--- config.mk ---
export PLATFORM = sky130hd
export DESIGN_NAME = wmc_compare
export DESIGN_NICKNAME = d
export VERILOG_FILES = /design/src/rtl/wmc_pkg.sv /design/src/rtl/wmc_compare.sv
export SDC_FILE = /design/constraint.sdc
export NUM_CORES = 1
export LEC_CHECK = 0
export ABC_CLOCK_PERIOD_IN_PS = 8800
export BUFFER_PORTS_ARGS = -buffer_cell sky130_fd_sc_hd__buf_2
export CAP_MARGIN = 20
export CORE_MARGIN = 5
export CORE_UTILIZATION = 45
export DETAILED_ROUTE_END_ITERATION = 12
export PLACE_DENSITY = 0.65
export SLEW_MARGIN = 20
export SYNTH_ARGS = -nofsm -noshare
export SYNTH_HDL_FRONTEND = slang
export SYNTH_SLANG_ARGS = --single-unit
--- constraint.sdc ---
create_clock -name pclk -period 8.8 [get_ports pclk]
set_input_delay 0.44 -clock pclk [delete_from_list [all_inputs] [get_ports pclk]]
set_output_delay 0.44 -clock pclk [all_outputs]
set_load 0.01 [all_outputs]
--- src/rtl/wmc_pkg.sv ---
/*
 Package for the wake-up measure/compare unit: register indices, field
 positions, reset values, the weight shift base and sequencer states.
 Assumes a 32-bit APB bus where each register index takes one aligned word.
*/
`default_nettype none
package wmc_pkg;
	// ==========================================================
	// Register indices (byte address is four times the index)
	localparam logic [7:0] IDX_AMP_REF = 8'h34;
	localparam logic [7:0] IDX_AMP_AVG = 8'h35;
	localparam logic [7:0] IDX_AMP_RES = 8'h36;
	localparam logic [7:0] IDX_PH_CFG = 8'h37;
	localparam logic [7:0] IDX_PH_REF = 8'h38;
	localparam logic [7:0] IDX_PH_AVG = 8'h39;
	localparam logic [7:0] IDX_PH_RES = 8'h3A;
	localparam logic [7:0] IDX_CAP_CFG = 8'h3B;
	localparam logic [7:0] IDX_CAP_REF = 8'h3C;
	localparam logic [7:0] IDX_CAP_AVG = 8'h3D;
	localparam logic [7:0] IDX_CAP_RES = 8'h3E;
	// Own control/status words
	localparam logic [7:0] IDX_WAKE_CTRL = 8'h40;
	localparam logic [7:0] IDX_WAKE_STAT = 8'h41;
	// ==========================================================
	// Field positions
	localparam int CFG_THR_LSB = 4;
	localparam int CFG_INCL_BIT = 3;
	localparam int CFG_WGT_LSB = 1;
	localparam int CFG_REFSEL_BIT = 0;
	localparam int CTRL_PH_EN_BIT = 1;
	localparam int CTRL_CAP_EN_BIT = 0;
	localparam int STAT_PH_BIT = 1;
	localparam int STAT_CAP_BIT = 0;
	// ==========================================================
	// Reset values
	localparam logic [7:0] RST_BYTE = 8'h00;
	localparam logic [1:0] RST_CTRL = 2'h0;
	// Weight code 00 means weight 4, i.e. a shift of two
	localparam logic [2:0] WGT_SHIFT_BASE = 3'h2;
	typedef enum logic [1:0] {WMC_IDLE, WMC_PHASE, WMC_CAP} wmc_state_t;
endpackage
`default_nettype wire

--- src/rtl/wmc_compare.sv ---
/*
 Wake-up measure/compare unit: reference, auto-average and result
 registers for amplitude, phase and capacitance, thresholds for phase and
 capacitance only, and the phase and capacitance wake-up events.
 Assumes an APB master on pclk, a one-cycle timeout pulse from the wake-up
 timer, and measurement circuits answering with a valid pulse and a byte.
*/
`timescale 1ns/10ps
`default_nettype none
// Contract
// - Amplitude reference byte, read/write, resets zero
// - Amplitude running average byte, read only
// - Latest amplitude result byte, read only
// - Phase threshold in upper four config bits
// - Phase config bit three includes triggering sample
// - Two-bit weight code: 4, 8, 16, 32
// - Phase bit zero: stored reference or average
// - Phase reference byte, read/write, resets zero
// - Phase running average byte, read only
// - Latest phase result byte, read only
// - Capacitance threshold in upper four config bits
// - Capacitance bit three includes triggering sample
// - Capacitance bit zero: stored reference or average
// - Capacitance reference byte, read/write, resets zero
// - Capacitance running average byte, read only
// - Latest capacitance result byte, read only
// - Phase measured each timeout that finds the sequencer idle, when enabled
// - Capacitance measured each timeout that finds the sequencer idle, when enabled
module wmc_compare
	import wmc_pkg::*;
(
	input wire logic pclk,
	input wire logic presetn,
	input wire logic psel,
	input wire logic penable,
	input wire logic pwrite,
	input wire logic [11:0] paddr,
	input wire logic [31:0] pwdata,
	output logic [31:0] prdata,
	output logic pready,
	output logic pslverr,
	input wire logic timer_timeout,
	input wire logic amp_result_valid,
	input wire logic [7:0] amp_result,
	input wire logic [7:0] amp_average,
	output logic phase_meas_start,
	input wire logic phase_result_valid,
	input wire logic [7:0] phase_result,
	output logic cap_meas_start,
	input wire logic cap_result_valid,
	input wire logic [7:0] cap_result,
	output logic phase_wake_event,
	output logic cap_wake_event
);
	import wmc_pkg::*;

	// ==========================================================
	// Helpers
	function automatic logic [7:0] abs_diff(input logic [7:0] a, input logic [7:0] b);
		abs_diff = (a >= b) ? (a - b) : (b - a);
	endfunction

	// Strict compare: a difference equal to the threshold does not wake
	function automatic logic over_limit(input logic [7:0] sample, input logic [7:0] ref_byte,
		input logic [3:0] limit);
		over_limit = abs_diff(sample, ref_byte) > {4'h0, limit};
	endfunction

	// Tripping samples only reach the average when the include bit is set
	function automatic logic take_sample(input logic done, input logic trip, input logic incl);
		take_sample = done && (!trip || incl);
	endfunction

	// Average plus signed difference shifted by 2..5, arithmetic shift keeps sign
	function automatic logic [7:0] next_average(input logic [7:0] avg, input logic [7:0] sample,
		input logic [1:0] wcode);
		logic signed [9:0] diff;
		logic signed [9:0] step;
		logic [2:0] sh;
		diff = $signed({2'h0, sample}) - $signed({2'h0, avg});
		sh = WGT_SHIFT_BASE + {1'h0, wcode};
		step = diff >>> sh;
		next_average = avg + step[7:0];
	endfunction

	// ==========================================================
	// Registers
	logic [7:0] amp_ref_value;
	logic [7:0] amp_avg_view;
	logic [7:0] amp_last_result;
	logic [7:0] phase_cfg;
	logic [7:0] phase_ref_value;
	logic [7:0] phase_running_avg;
	logic [7:0] phase_last_result;
	logic [7:0] cap_cfg;
	logic [7:0] cap_ref_value;
	logic [7:0] cap_running_avg;
	logic [7:0] cap_last_result;
	logic [1:0] wake_ctrl;
	logic [1:0] wake_stat;
	wmc_state_t state;
	wmc_state_t next_state;

	// ==========================================================
	// APB decode
	wire [7:0] reg_idx = paddr[9:2];
	wire addr_ok = (paddr[11:10] == 2'h0) && (paddr[1:0] == 2'h0);
	wire access = psel && penable;
	wire wr_en = access && pwrite && addr_ok;
	wire rd_en = access && !pwrite && addr_ok;
	wire hit_stat = rd_en && (reg_idx == IDX_WAKE_STAT);
	logic [7:0] rd_byte;
	logic rd_known;

	always_comb
	begin
		rd_known = 1'h1;
		case (reg_idx)
			IDX_AMP_REF: rd_byte = amp_ref_value;
			IDX_AMP_AVG: rd_byte = amp_avg_view;
			IDX_AMP_RES: rd_byte = amp_last_result;
			IDX_PH_CFG: rd_byte = phase_cfg;
			IDX_PH_REF: rd_byte = phase_ref_value;
			IDX_PH_AVG: rd_byte = phase_running_avg;
			IDX_PH_RES: rd_byte = phase_last_result;
			IDX_CAP_CFG: rd_byte = cap_cfg;
			IDX_CAP_REF: rd_byte = cap_ref_value;
			IDX_CAP_AVG: rd_byte = cap_running_avg;
			IDX_CAP_RES: rd_byte = cap_last_result;
			IDX_WAKE_CTRL: rd_byte = {6'h00, wake_ctrl};
			IDX_WAKE_STAT: rd_byte = {6'h00, wake_stat};
			default:
			begin
				rd_byte = 8'h00;
				rd_known = 1'h0;
			end
		endcase
	end

	// Zero wait states; unmapped addresses answer with an error
	assign pready = 1'h1;
	assign pslverr = access && (!addr_ok || !rd_known);

	always_ff @(posedge pclk or negedge presetn)
	begin
		if (!presetn)
			prdata <= 32'h0000_0000;
		else if (psel && !penable && !pwrite)
			prdata <= {24'h00_0000, rd_byte};
	end

	// ==========================================================
	// Writable registers
	// Strobes decoded once so each register block stays a plain load
	wire wr_amp_ref = wr_en && (reg_idx == IDX_AMP_REF);
	wire wr_ph_cfg = wr_en && (reg_idx == IDX_PH_CFG);
	wire wr_ph_ref = wr_en && (reg_idx == IDX_PH_REF);
	wire wr_cap_cfg = wr_en && (reg_idx == IDX_CAP_CFG);
	wire wr_cap_ref = wr_en && (reg_idx == IDX_CAP_REF);
	wire wr_ctrl = wr_en && (reg_idx == IDX_WAKE_CTRL);

	always_ff @(posedge pclk or negedge presetn)
	begin
		if (!presetn)
			amp_ref_value <= RST_BYTE;
		else if (wr_amp_ref)
			amp_ref_value <= pwdata[7:0];
	end

	always_ff @(posedge pclk or negedge presetn)
	begin
		if (!presetn)
			phase_cfg <= RST_BYTE;
		else if (wr_ph_cfg)
			phase_cfg <= pwdata[7:0];
	end

	always_ff @(posedge pclk or negedge presetn)
	begin
		if (!presetn)
			phase_ref_value <= RST_BYTE;
		else if (wr_ph_ref)
			phase_ref_value <= pwdata[7:0];
	end

	always_ff @(posedge pclk or negedge presetn)
	begin
		if (!presetn)
			cap_cfg <= RST_BYTE;
		else if (wr_cap_cfg)
			cap_cfg <= pwdata[7:0];
	end

	always_ff @(posedge pclk or negedge presetn)
	begin
		if (!presetn)
			cap_ref_value <= RST_BYTE;
		else if (wr_cap_ref)
			cap_ref_value <= pwdata[7:0];
	end

	// Measurement enables, written by software
	always_ff @(posedge pclk or negedge presetn)
	begin
		if (!presetn)
			wake_ctrl <= RST_CTRL;
		else if (wr_ctrl)
			wake_ctrl <= pwdata[1:0];
	end

	// ==========================================================
	// Amplitude: reference only; result and average come from outside
	// amplitude views
	always_ff @(posedge pclk or negedge presetn)
	begin
		if (!presetn)
		begin
			amp_last_result <= RST_BYTE;
			amp_avg_view <= RST_BYTE;
		end
		else if (amp_result_valid)
		begin
			amp_last_result <= amp_result;
			amp_avg_view <= amp_average;
		end
	end

	// ==========================================================
	// Phase compare
	wire [3:0] phase_threshold = phase_cfg[CFG_THR_LSB +: 4];
	wire phase_avg_include_trigger = phase_cfg[CFG_INCL_BIT];
	wire [1:0] phase_avg_weight = phase_cfg[CFG_WGT_LSB +: 2];
	wire phase_ref_select = phase_cfg[CFG_REFSEL_BIT];
	wire [7:0] phase_cmp_ref = phase_ref_select ? phase_running_avg : phase_ref_value;
	wire phase_trip = over_limit(phase_result, phase_cmp_ref, phase_threshold);
	wire phase_done = phase_result_valid && (state == WMC_PHASE);
	// tripping sample included only if set
	wire phase_fold = take_sample(phase_done, phase_trip, phase_avg_include_trigger);

	always_ff @(posedge pclk or negedge presetn)
	begin
		if (!presetn)
		begin
			phase_last_result <= RST_BYTE;
			phase_running_avg <= RST_BYTE;
		end
		else
		begin
			if (phase_done)
				phase_last_result <= phase_result;
			if (phase_fold)
				phase_running_avg <= next_average(phase_running_avg, phase_result, phase_avg_weight);
		end
	end

	// ==========================================================
	// Capacitance compare
	wire [3:0] cap_threshold = cap_cfg[CFG_THR_LSB +: 4];
	wire cap_avg_include_trigger = cap_cfg[CFG_INCL_BIT];
	wire [1:0] cap_avg_weight = cap_cfg[CFG_WGT_LSB +: 2];
	wire cap_ref_select = cap_cfg[CFG_REFSEL_BIT];
	wire [7:0] cap_cmp_ref = cap_ref_select ? cap_running_avg : cap_ref_value;
	wire cap_trip = over_limit(cap_result, cap_cmp_ref, cap_threshold);
	wire cap_done = cap_result_valid && (state == WMC_CAP);
	// tripping sample included only if set
	wire cap_fold = take_sample(cap_done, cap_trip, cap_avg_include_trigger);

	always_ff @(posedge pclk or negedge presetn)
	begin
		if (!presetn)
		begin
			cap_last_result <= RST_BYTE;
			cap_running_avg <= RST_BYTE;
		end
		else
		begin
			if (cap_done)
				cap_last_result <= cap_result;
			if (cap_fold)
				cap_running_avg <= next_average(cap_running_avg, cap_result, cap_avg_weight);
		end
	end

	// ==========================================================
	// Sequencer: phase first, then capacitance, one at a time
	// Timeouts arriving mid-sequence are dropped; the timer is slow.
	wire ph_en = wake_ctrl[CTRL_PH_EN_BIT];
	wire cap_en = wake_ctrl[CTRL_CAP_EN_BIT];

	always_comb
	begin
		next_state = state;
		case (state)
			WMC_IDLE:
				if (timer_timeout && ph_en)
					next_state = WMC_PHASE;
				else if (timer_timeout && cap_en)
					next_state = WMC_CAP;
			WMC_PHASE:
				if (phase_result_valid)
					next_state = cap_en ? WMC_CAP : WMC_IDLE;
			WMC_CAP:
				if (cap_result_valid)
					next_state = WMC_IDLE;
			default: next_state = WMC_IDLE;
		endcase
	end

	wire next_ph_start = (state == WMC_IDLE) && timer_timeout && ph_en;
	wire next_cap_start = ((state == WMC_IDLE) && timer_timeout && !ph_en && cap_en)
		|| (phase_done && cap_en);

	// Sequencer state
	always_ff @(posedge pclk or negedge presetn)
	begin
		if (!presetn)
			state <= WMC_IDLE;
		else
			state <= next_state;
	end

	// Start pulses last one cycle; the measuring side must latch them
	always_ff @(posedge pclk or negedge presetn)
	begin
		if (!presetn)
		begin
			phase_meas_start <= 1'h0;
			cap_meas_start <= 1'h0;
		end
		else
		begin
			phase_meas_start <= next_ph_start;
			cap_meas_start <= next_cap_start;
		end
	end

	// Event pulses
	always_ff @(posedge pclk or negedge presetn)
	begin
		if (!presetn)
		begin
			phase_wake_event <= 1'h0;
			cap_wake_event <= 1'h0;
		end
		else
		begin
			phase_wake_event <= phase_done && phase_trip;
			cap_wake_event <= cap_done && cap_trip;
		end
	end

	// Sticky status, cleared by reading; a new event wins over the clear
	always_ff @(posedge pclk or negedge presetn)
	begin
		if (!presetn)
			wake_stat <= RST_CTRL;
		else
		begin
			wake_stat[STAT_PH_BIT] <= (phase_done && phase_trip) || (wake_stat[STAT_PH_BIT] && !hit_stat);
			wake_stat[STAT_CAP_BIT] <= (cap_done && cap_trip) || (wake_stat[STAT_CAP_BIT] && !hit_stat);
		end
	end
endmodule
`default_nettype wire

# Yosys cells after proc, flatten, opt, wreduce, memory -nomap -nowiden
# Index checks and enable logic that the tools add are counted.
classes:
  n_addsub: 10
  mul: 0
  div_mod_pow: 0
  order_cmp: 4
  eq_ne: 18
  shift: 2
  muxes: 12
  bitwise: 0
  reduce_logical: 50
op_table:
  columns: ["op", "n"]
  rows:
  - ["8-bit case mux with 13 select lines", 1]
  - ["8-bit by 6-bit equality test with 1-bit output (second input constant)", 11]
  - ["8-bit 2-to-1 mux", 4]
  - ["8-bit subtractor", 4]
  - ["1-bit logical AND", 31]
  - ["9-bit by 3-bit >>> shifter with 8-bit output", 2]
  - ["8-bit by 8-bit subtractor with 9-bit output", 2]
  - ["8-bit adder", 2]
  - ["8-bit by 7-bit equality test with 1-bit output (second input constant)", 2]
  - ["8-bit >= comparator", 2]
  - ["8-bit by 4-bit greater-than comparator with 1-bit output", 2]
  - ["13-bit OR reduction", 1]
  - ["2-bit 2-to-1 mux", 5]
  - ["1-bit logical NOT", 8]
  - ["2-bit by 2-bit adder with 3-bit output (first input constant)", 2]
  - ["2-bit logical NOT", 3]
  - ["1-bit logical OR", 6]
  - ["2-bit case mux with 3 select lines", 1]
  - ["2-bit inequality test (second input constant)", 2]
  - ["3-bit inequality test (second input constant)", 1]
  - ["3-bit AND reduction", 1]
  - ["2-bit by 1-bit equality test with 1-bit output (second input constant)", 1]
  - ["2-bit equality test (second input constant)", 1]
  - ["1-bit 2-to-1 mux", 1]
totals:
  register_bits: 106
  latch_bits: 0
  ram_bits: 0
  romBits: 0
  inputBits: 85
  output_inout_bits: 38
  word_cells: 115
  mem_count: 0

# Logic depth before layout (Yosys ltp)
# Gate-level depths: netlist of run 1.
depth:
  word_depth: 7
  mapped_depth: 20
  mapped_depth_nobuf: 19

# Worst setup path after synthesis of run 1
# Ideal clock, no wire load.
synth_path:
  path_type: "register -> register"
  start: "reg cap_cfg[0]"
  end: "reg cap_running_avg[0]"
  arrival_ps: 4098
  t_required_ps: 8675
  path_slack_ps: 4577
  path_stages_with_launch: 19
  n_path_buf: 2
  path_cell_list: "dfrtp_1 clkbuf_1 mux2i_1 inv_1 ha_1 buf_6 a21o_1 a21o_1 a211oi_4 mux2i_1 xnor2_1 ha_1 a21oi_1 o21ai_0 a21boi_0 mux2i_1 nor4_4 o21ai_4 mux2_4"
synth_via:
  elab_chain_cells: 7
  word_cells_on_any_way: 9
synth_rtl:
  columns: ["item", "line", "text"]
  rows:
  - ["start: declaration", "wmc_compare.sv:95", "logic [7:0] cap_cfg;"]
  - ["start signal: assignment", "wmc_compare.sv:191", "cap_cfg <= pwdata[7:0];"]
  - ["8-bit 2-to-1 mux (*)", "wmc_compare.sv:262", "wire [7:0] cap_cmp_ref = cap_ref_select ? cap_running_avg : cap_ref_value;"]
  - ["8-bit subtractor / 8-bit >= comparator (equally long branches)", "wmc_compare.sv:60", "abs_diff = (a >= b) ? (a - b) : (b - a);"]
  - ["8-bit 2-to-1 mux (*)", "wmc_compare.sv:60", null]
  - ["8-bit by 4-bit greater-than comparator with 1-bit output (*)", "wmc_compare.sv:66", "over_limit = abs_diff(sample, ref_byte) > {4'h0, limit};"]
  - ["1-bit logical NOT (*)", "wmc_compare.sv:71", "take_sample = done && (!trip || incl);"]
  - ["1-bit logical OR (*)", "wmc_compare.sv:71", null]
  - ["1-bit logical AND (*)", "wmc_compare.sv:71", null]
  - ["end signal: assignment", "wmc_compare.sv:280", "cap_running_avg <= next_average(cap_running_avg, cap_result, cap_avg_weight);"]
  - ["end: declaration", "wmc_compare.sv:97", "logic [7:0] cap_running_avg;"]
# Every way passes the cells marked *; elsewhere a longest branch is shown, timed or not.
# A chain may end at the register's enable or synchronous reset.

# Final worst setup path of run 1
layout_path:
  start: "reg phase_cfg[0]"
  end: "reg phase_running_avg[0]"
layout_via:
  elab_chain_cells: 7
  word_cells_on_any_way: 9
layout_rtl:
  columns: ["item", "line", "text"]
  rows:
  - ["start: declaration", "wmc_compare.sv:91", "logic [7:0] phase_cfg;"]
  - ["start signal: assignment", "wmc_compare.sv:175", "phase_cfg <= pwdata[7:0];"]
  - ["8-bit 2-to-1 mux (*)", "wmc_compare.sv:234", "wire [7:0] phase_cmp_ref = phase_ref_select ? phase_running_avg : phase_ref_value;"]
  - ["8-bit subtractor / 8-bit >= comparator (equally long branches)", "wmc_compare.sv:60", null]
  - ["8-bit 2-to-1 mux (*)", "wmc_compare.sv:60", null]
  - ["8-bit by 4-bit greater-than comparator with 1-bit output (*)", "wmc_compare.sv:66", null]
  - ["1-bit logical NOT (*)", "wmc_compare.sv:71", null]
  - ["1-bit logical OR (*)", "wmc_compare.sv:71", null]
  - ["1-bit logical AND (*)", "wmc_compare.sv:71", null]
  - ["end signal: assignment", "wmc_compare.sv:252", "phase_running_avg <= next_average(phase_running_avg, phase_result, phase_avg_weight);"]
  - ["end: declaration", "wmc_compare.sv:93", "logic [7:0] phase_running_avg;"]
# Marks and branches as above.

==> results of run 1 <==
stage by stage:
stage | hold slack, ns | area [um2] | total power [mW] | cells
after floorplan | 0.144 | 8330 | 0.664 | 900
after global placement | 0.460 | 8670 | 0.724 | 1144
after detailed placement | 0.465 | 8670 | 0.727 | 1144
after CTS | 0.165 | 8980 | 1.14 | 1160
after global routing | 0.199 | 8980 | 1.19 | 1160
final | 0.132 | 8980 | 1.13 | 1160
layout by cell type (no fill, tap or decap), drive strengths merged, types with 6 or more instances in the layout:
master,n
dfrtp,106
buf,77
inv,68
ha,66
o21ai,63
nand2,62
mux2,60
nor2,52
a21oi,50
mux2i,41
conb,25
a21o,19
nor3,17
xnor2,15
a31oi,14
a211oi,14
nor2b,12
nand4,10
a22oi,10
xor2,10
mux4,10
or3,9
nand3,9
clkbuf,9
nand3b,8
nand2b,7
o211ai,7
nor3b,7
a221oi,7
fa,6
synthesized netlist by cell type (all sizes together) (12+ instances only):
cell / number / share of area (%)
a211oi: 14 / 1.4
a21o: 19 / 1.8
a21oi: 50 / 3.0
a31oi: 14 / 1.1
buf: 33 / 2.8
clkbuf: 29 / 1.3
dfrtp: 106 / 32
ha: 66 / 10
inv: 63 / 2.9
mux2: 60 / 8.2
mux2i: 41 / 5.0
nand2: 62 / 2.8
nor2: 52 / 2.4
nor2b: 12 / 0.91
nor3: 17 / 1.0
o21ai: 63 / 4.0
xnor2: 15 / 1.6
cell type report:
class                      count  area, um2  share of cell area [%]
sequential                   106       2650                    29.5
clock inverter                 7       78.8                   0.878
inverter                      63        236                    2.63
timing repair buffer          77        398                    4.43
multi-input combinational    669       5100                    56.8
clock buffer                   9        225                    2.51
tap                          229        287                    3.19
worst max-delay path, cell delays in order, from the launching register on:
cell and delay (ns):
dfrtp_1 0.66, mux2i_1 0.34, inv_1 0.08, ha_1 0.43, a211oi_1 0.32, o21bai_1 0.17, nor2_1 0.33, mux2_2 0.39
ha_1 0.28, nor2b_1 0.13, o21ai_0 0.14, nand2b_1 0.07, a21oi_1 0.22, o221ai_1 0.19, o31ai_2 0.78, mux2_2 0.41
metal layers:
| layer | up-vias | share of wire (%) | routed length, um | track usage [%] |
|---|---|---|---|---|
| li1 | 3220 | - | - | - |
| met1 | 3173 | 46 | 9930 | 28.5 |
| met2 | 149 | 48 | 10300 | 33.1 |
| met3 | 20 | 4.6 | 996 | 3.43 |
| met4 | 0 | 1.3 | 272 | 3.87 |
| met5 | - | 0 | 0 | 0 |
report_power, final:
part           switching, mW  internal (mW)
registers            0.00812          0.501
clock network          0.210          0.204
logic                  0.123         0.0863
logic make-up after synthesis:
logic type | after synthesis | synth area share (%)
AOI/OAI and AO/OA | 221 | 17.5
and+or+nand+nor | 215 | 13.2
buffers and inverters | 125 | 6.97
muxes | 111 | 16.0
DFF | 106 | 32.2
adders and majority gates | 72 | 11.5
xor gates and xnor gates | 25 | 2.66
other | 2 | 0.0912
path summary, 6_finish.rpt:
path	startpoint	end	slack [ns]	cells after the start
worst max-delay path	phase_cfg[0]	phase_running_avg[0]	3.72	15
worst min-delay path	presetn	phase_running_avg[5]	0.13	1
worst max register to register	phase_cfg[0]	phase_running_avg[0]	3.72	15
worst min register to register	phase_last_result[7]	phase_last_result[7]	0.48	2
max in group asynchronous	presetn	phase_cfg[2]	7.52	2
min in group pclk	amp_average[5]	amp_avg_view[5]	0.30	2
==> impl_metrics.toml, run 1 <==
[drt]
vias = 6562
drtIter0Drc = 306
drc = 0
wire_per_inst_um = 18.5
vias_per_cell = 5.66
drt_pass1_iterations = 5
antenna_left = 0
finalWirelength_um = 21500

[global_route]
track_usage_pct = 20.2
grt_pass1_vias = 6481
antenna_found_initial = 0
overflow = 0
grt_pass1_wl_um = 34900
grt_max_degree = 57

[timing]
slew-limit-headroom_pct = 37.1
worst_pin_slew_ns = 0.938
fmax_mhz = 197
finalSetupViolations = 0
maxSlewViolCount = 0
rsz0062_at_grt = "no"
timing.setup.tns_ns = 0
min_period_ns = 5.08
hold_violations = 0
worst_slack_ns = 3.72
fin_crit_sh_pct = 57.7
fin_worst_skew_ns = 0.00915

[outcome]
status = "finished, final reports clean"

[synthesis]
synth_area_per_cell_um2 = 9.39
synthArstFlopShare_pct = 100
synth_cells = 877
synthDistinctLibCells = 70
synth_seq_cells = 106
ys_seq_area_share_pct = 32.2
ys_warn_count = 0
syn_area_um2 = 8240
synth-edff-count = 0
yosys_most_used_dff = "dfrtp_1"

[floorplanning]
core_area_um2 = 18000
fp.dieH_um = 145
start_util_pct = 45.7
fp.dieW_um = 145
ios = 123
die_area_um2 = 21100
rows = 49

[clock_network]
holdBufCountCts = 0
htreeDepth = 3
clockRootBuffer = "clkbuf_16"
cts_tree = "yes"
cts_buffers = 9
cts.reportedPaths.clkPinSlew_ns = 0.08
cts.sinks = 106
max-clock-path-buffers = 2
cts_resized = 0
postCtsSetupBuffers = 0
clk_latency_ns = 0.36

[layout]
fillers = 1713
area_growth_pct = 9.01
layout-drive-gt1-share_pct = 19.3
nets = 1083
utilization_pct = 49.8
diodes = 0

[pwr]
powerDensity_nw_per_um2 = 126
ir_worst_vdd_mv = 0.105
p_leak_nw = 4.31

[min_path]
hold_class = "in -> async"

[setup_path]
end_kind = "flop"
start_kind = "flop"
required_ns = 9.04
crit_type = "reg -> reg"
cp_data_arrival_time_ns = 5.32
path_max_fanout = 13

[place]
dpl.hpwl_um = 16800
dp_slack_ns = 3.75
routabilityCongestion = 0.916
io_buffer_count = 73

[run]
drv_cap = 0
(Power assumes the default switching activity.)
==> run 2, diff against run 1 <==
--- a/config.mk
+++ b/config.mk
@@ -5,7 +5,8 @@
 export SDC_FILE = /design/constraint.sdc
 export NUM_CORES = 1
 export LEC_CHECK = 0
-export ABC_CLOCK_PERIOD_IN_PS = 8800
+export ABC_AREA = 1
+export ABC_CLOCK_PERIOD_IN_PS = 4780
 export BUFFER_PORTS_ARGS = -buffer_cell sky130_fd_sc_hd__buf_2
 export CAP_MARGIN = 20
 export CORE_MARGIN = 5
==> constraint.sdc (replaced) <==
create_clock -name pclk -period 4.78 [get_ports pclk]
set_input_delay 0.239 -clock pclk [delete_from_list [all_inputs] [get_ports pclk]]
set_output_delay 0.239 -clock pclk [all_outputs]
set_load 0.01 [all_outputs]
==> run 2 against run 1 <==
Net effect:
- critical path depth grew 7
- synthesized cell count grew 43%
- clock-buffer cell count grew 1
- area after synthesis grew 4.5%
- combinational power grew to 2.6 times the previous value
==> impl_metrics.toml, run 2 <==
[run]
drv_cap = 0

[setup_path]
crit_family = "simple AND/OR/NAND/NOR gates"
cp_num_buf_inv = 3
end_kind = "flop"
crit_type = "reg -> reg"
reg2reg_depth = 22
cp_data_arrival_time_ns = 4.30
slowest_delay_ns = 0.66
crit_cells = 22
worst_path_max_delay_cell = "dfrtp_1"
path_cells = "o21ai_0 > inv_1 > ha_1 > inv_1 > fa_1 > nand2_2 > nand3_2 > nand2_4 > nand2_8 > mux2i_1 > xor2_1 > inv_1 > ha_1 > nand2_1 > o21ai_0 > nand2_1 > nor2_1 > nand3_2 > nand2_4 > nand2_4 > nand2_1 > nand2_1"
path_max_fanout = 18
required_ns = 5.03
cpMostUsedCell = "nand2_1"
start_kind = "flop"

[min_path]
hold_class = "in -> reg"
hold_depth = 2

[timing]
finalSetupViolations = 0
timing.setup.tns_ns = 0
maxSlewViolCount = 0
hold_violations = 0
hold_ws_ns = 0.0724
worst_pin_slew_ns = 0.821
rsz0062_at_grt = "no"
fmax_mhz = 247
fin_crit_sh_pct = 84.7
slew-limit-headroom_pct = 45.3
fin_worst_skew_ns = 0.0116
min_period_ns = 4.05

[layout]
layout_commonest_cell = "nand2_1"
layout-drive-gt1-share_pct = 10.6
postLayoutCellArea_um2 = 9410
stdcell_count = 1561
layout_common_cells = "393 x nand2_1, 202 x inv_1, 126 x o21ai_0"
diodes = 0
fillers = 1929
nets = 1479
multi_input_area_um2 = 4980
area_growth_pct = 9.30
seq_area_um2 = 2650

[global_route]
grt_pass1_wl_um = 39100
grt_max_degree = 64
overflow = 0
grt_pass1_vias = 7679
track_usage_pct = 22.4
antenna_found_initial = 0

[synthesis]
ys_seq_area_share_pct = 30.8
synth_cells = 1256
syn_area_um2 = 8610
synth_common_cells = "393 x nand2_1, 202 x inv_1, 126 x o21ai_0, 106 x dfrtp_1, 81 x nand3_1"
yosys_most_used_dff = "dfrtp_1"
synthDistinctLibCells = 48
synthMostInstantiatedCell = "nand2_1"
ys_top_cells_by_area = "dfrtp_1 31%, nand2_1 17%, ha_1 9.6%, inv_1 8.8%, o21ai_0 7.3%"
synth_area_per_cell_um2 = 6.85
yosys.area.top_type_share_pct = 30.8
yosysTopAreaCell = "dfrtp_1"
synth-edff-count = 0
synthArstFlopShare_pct = 100
synth_seq_cells = 106
ys_warn_count = 0

[clock_network]
cts_tree = "yes"
cts.reportedPaths.clkPinSlew_ns = 0.08
htreeDepth = 3
cts_buffers = 9
clockRootBuffer = "clkbuf_16"
max-clock-path-buffers = 2
clk_latency_ns = 0.36
cts.sinks = 106

[drt]
drt_pass1_iterations = 5
vias = 8026
vias_per_cell = 5.14
wire_per_inst_um = 15.6
drtIter0Drc = 562
finalWirelength_um = 24300
antenna_left = 0
drc = 0

[floorplanning]
core_area_um2 = 18800
start_util_pct = 45.9
ios = 123
fp.dieH_um = 148
rows = 50
fp.dieW_um = 148
die_area_um2 = 22000

[pwr]
powerDensity_nw_per_um2 = 236
power_mw = 2.22
ir_worst_vdd_mv = 0.206
p_leak_nw = 5.20

[place]
dpl.hpwl_um = 19600
routabilityCongestion = 0.951
place_inst = 1544
postPlaceCellArea_um2 = 9120
io_buffer_count = 73

[outcome]
status = "finished, final reports clean"
[run 2: changes by cell type after synthesis, sizes merged, moves of 12 or more]
cell   change
a21o      -17
a21oi     -16
inv      +149
mux2      -60
mux2i     -39
nand2    +350
nand3     +78
nor2b     -12
o21ai     +66
[run 2: area by class of cell]
type,count,share of cell area (%)
Tap cell,234,3.11
Inverter,213,8.52
Clock inverter,6,0.572
Timing Repair Buffer,77,4.26
Clock buffer,10,2.43
Sequential cell,106,28.2
Multi-Input combinational cell,915,52.9
[run 2: repair_timing]
action | CTS | global route
setup buffers | 0 | 0
hold buffers | 1 | 0
hold endpoints to repair | 17 | 0
resized for setup | 0 | 0
[run 2: logic make-up (layout without fill, tap and decap cells)]
| group | count (synthesis) | in the layout | share of synthesized area [%] |
|---|---|---|---|
| simple gates | 579 | 579 | 29.3 |
| buf+inv | 258 | 306 | 12.4 |
| compound gates | 219 | 219 | 14.3 |
| flops | 106 | 106 | 30.8 |
| fa+ha+maj | 72 | 72 | 11.0 |
| xor+xnor | 18 | 18 | 1.83 |
| other cells | 2 | 25 | 0.0872 |
| mux | 2 | 2 | 0.233 |
[run 2: metal layers]
metal / wire (um) / GRT usage (%) / up-vias
met3: 1290 / 3.38 / 36
li1: - / - / 4098
met1: 11100 / 30.1 / 3685
met5: 0 / 0 / -
met4: 681 / 7.58 / 0
met2: 11300 / 36.9 / 207
[run 2: stage by stage]
stage,util (%),setup WS (ns)
floorplan,-,1.31
global placement,48.6,0.821
detailed placement,48.6,0.793
CTS,50.1,0.782
global route,50.1,0.348
finish,50.1,0.729
[run 2: path summary, 6_finish.rpt]
kind,from,to,slack [ns]
setup / recovery,phase_cfg[0],phase_running_avg[7],0.73
hold / removal,phase_result_valid,state[0],0.07
setup reg to reg,phase_cfg[0],phase_running_avg[7],0.73
hold reg to reg,prdata[5],prdata[5],0.48
max in group asynchronous,presetn,cap_ref_value[7],3.21
min in group asynchronous,presetn,phase_running_avg[5],0.49
[run 2: report_power, final]
part | switching, mW | internal (mW) | total (mW)
logic | 0.345 | 0.195 | 0.539
registers | 0.0197 | 0.930 | 0.950
clock network | 0.370 | 0.366 | 0.735
total | 0.734 | 1.49 | 2.22
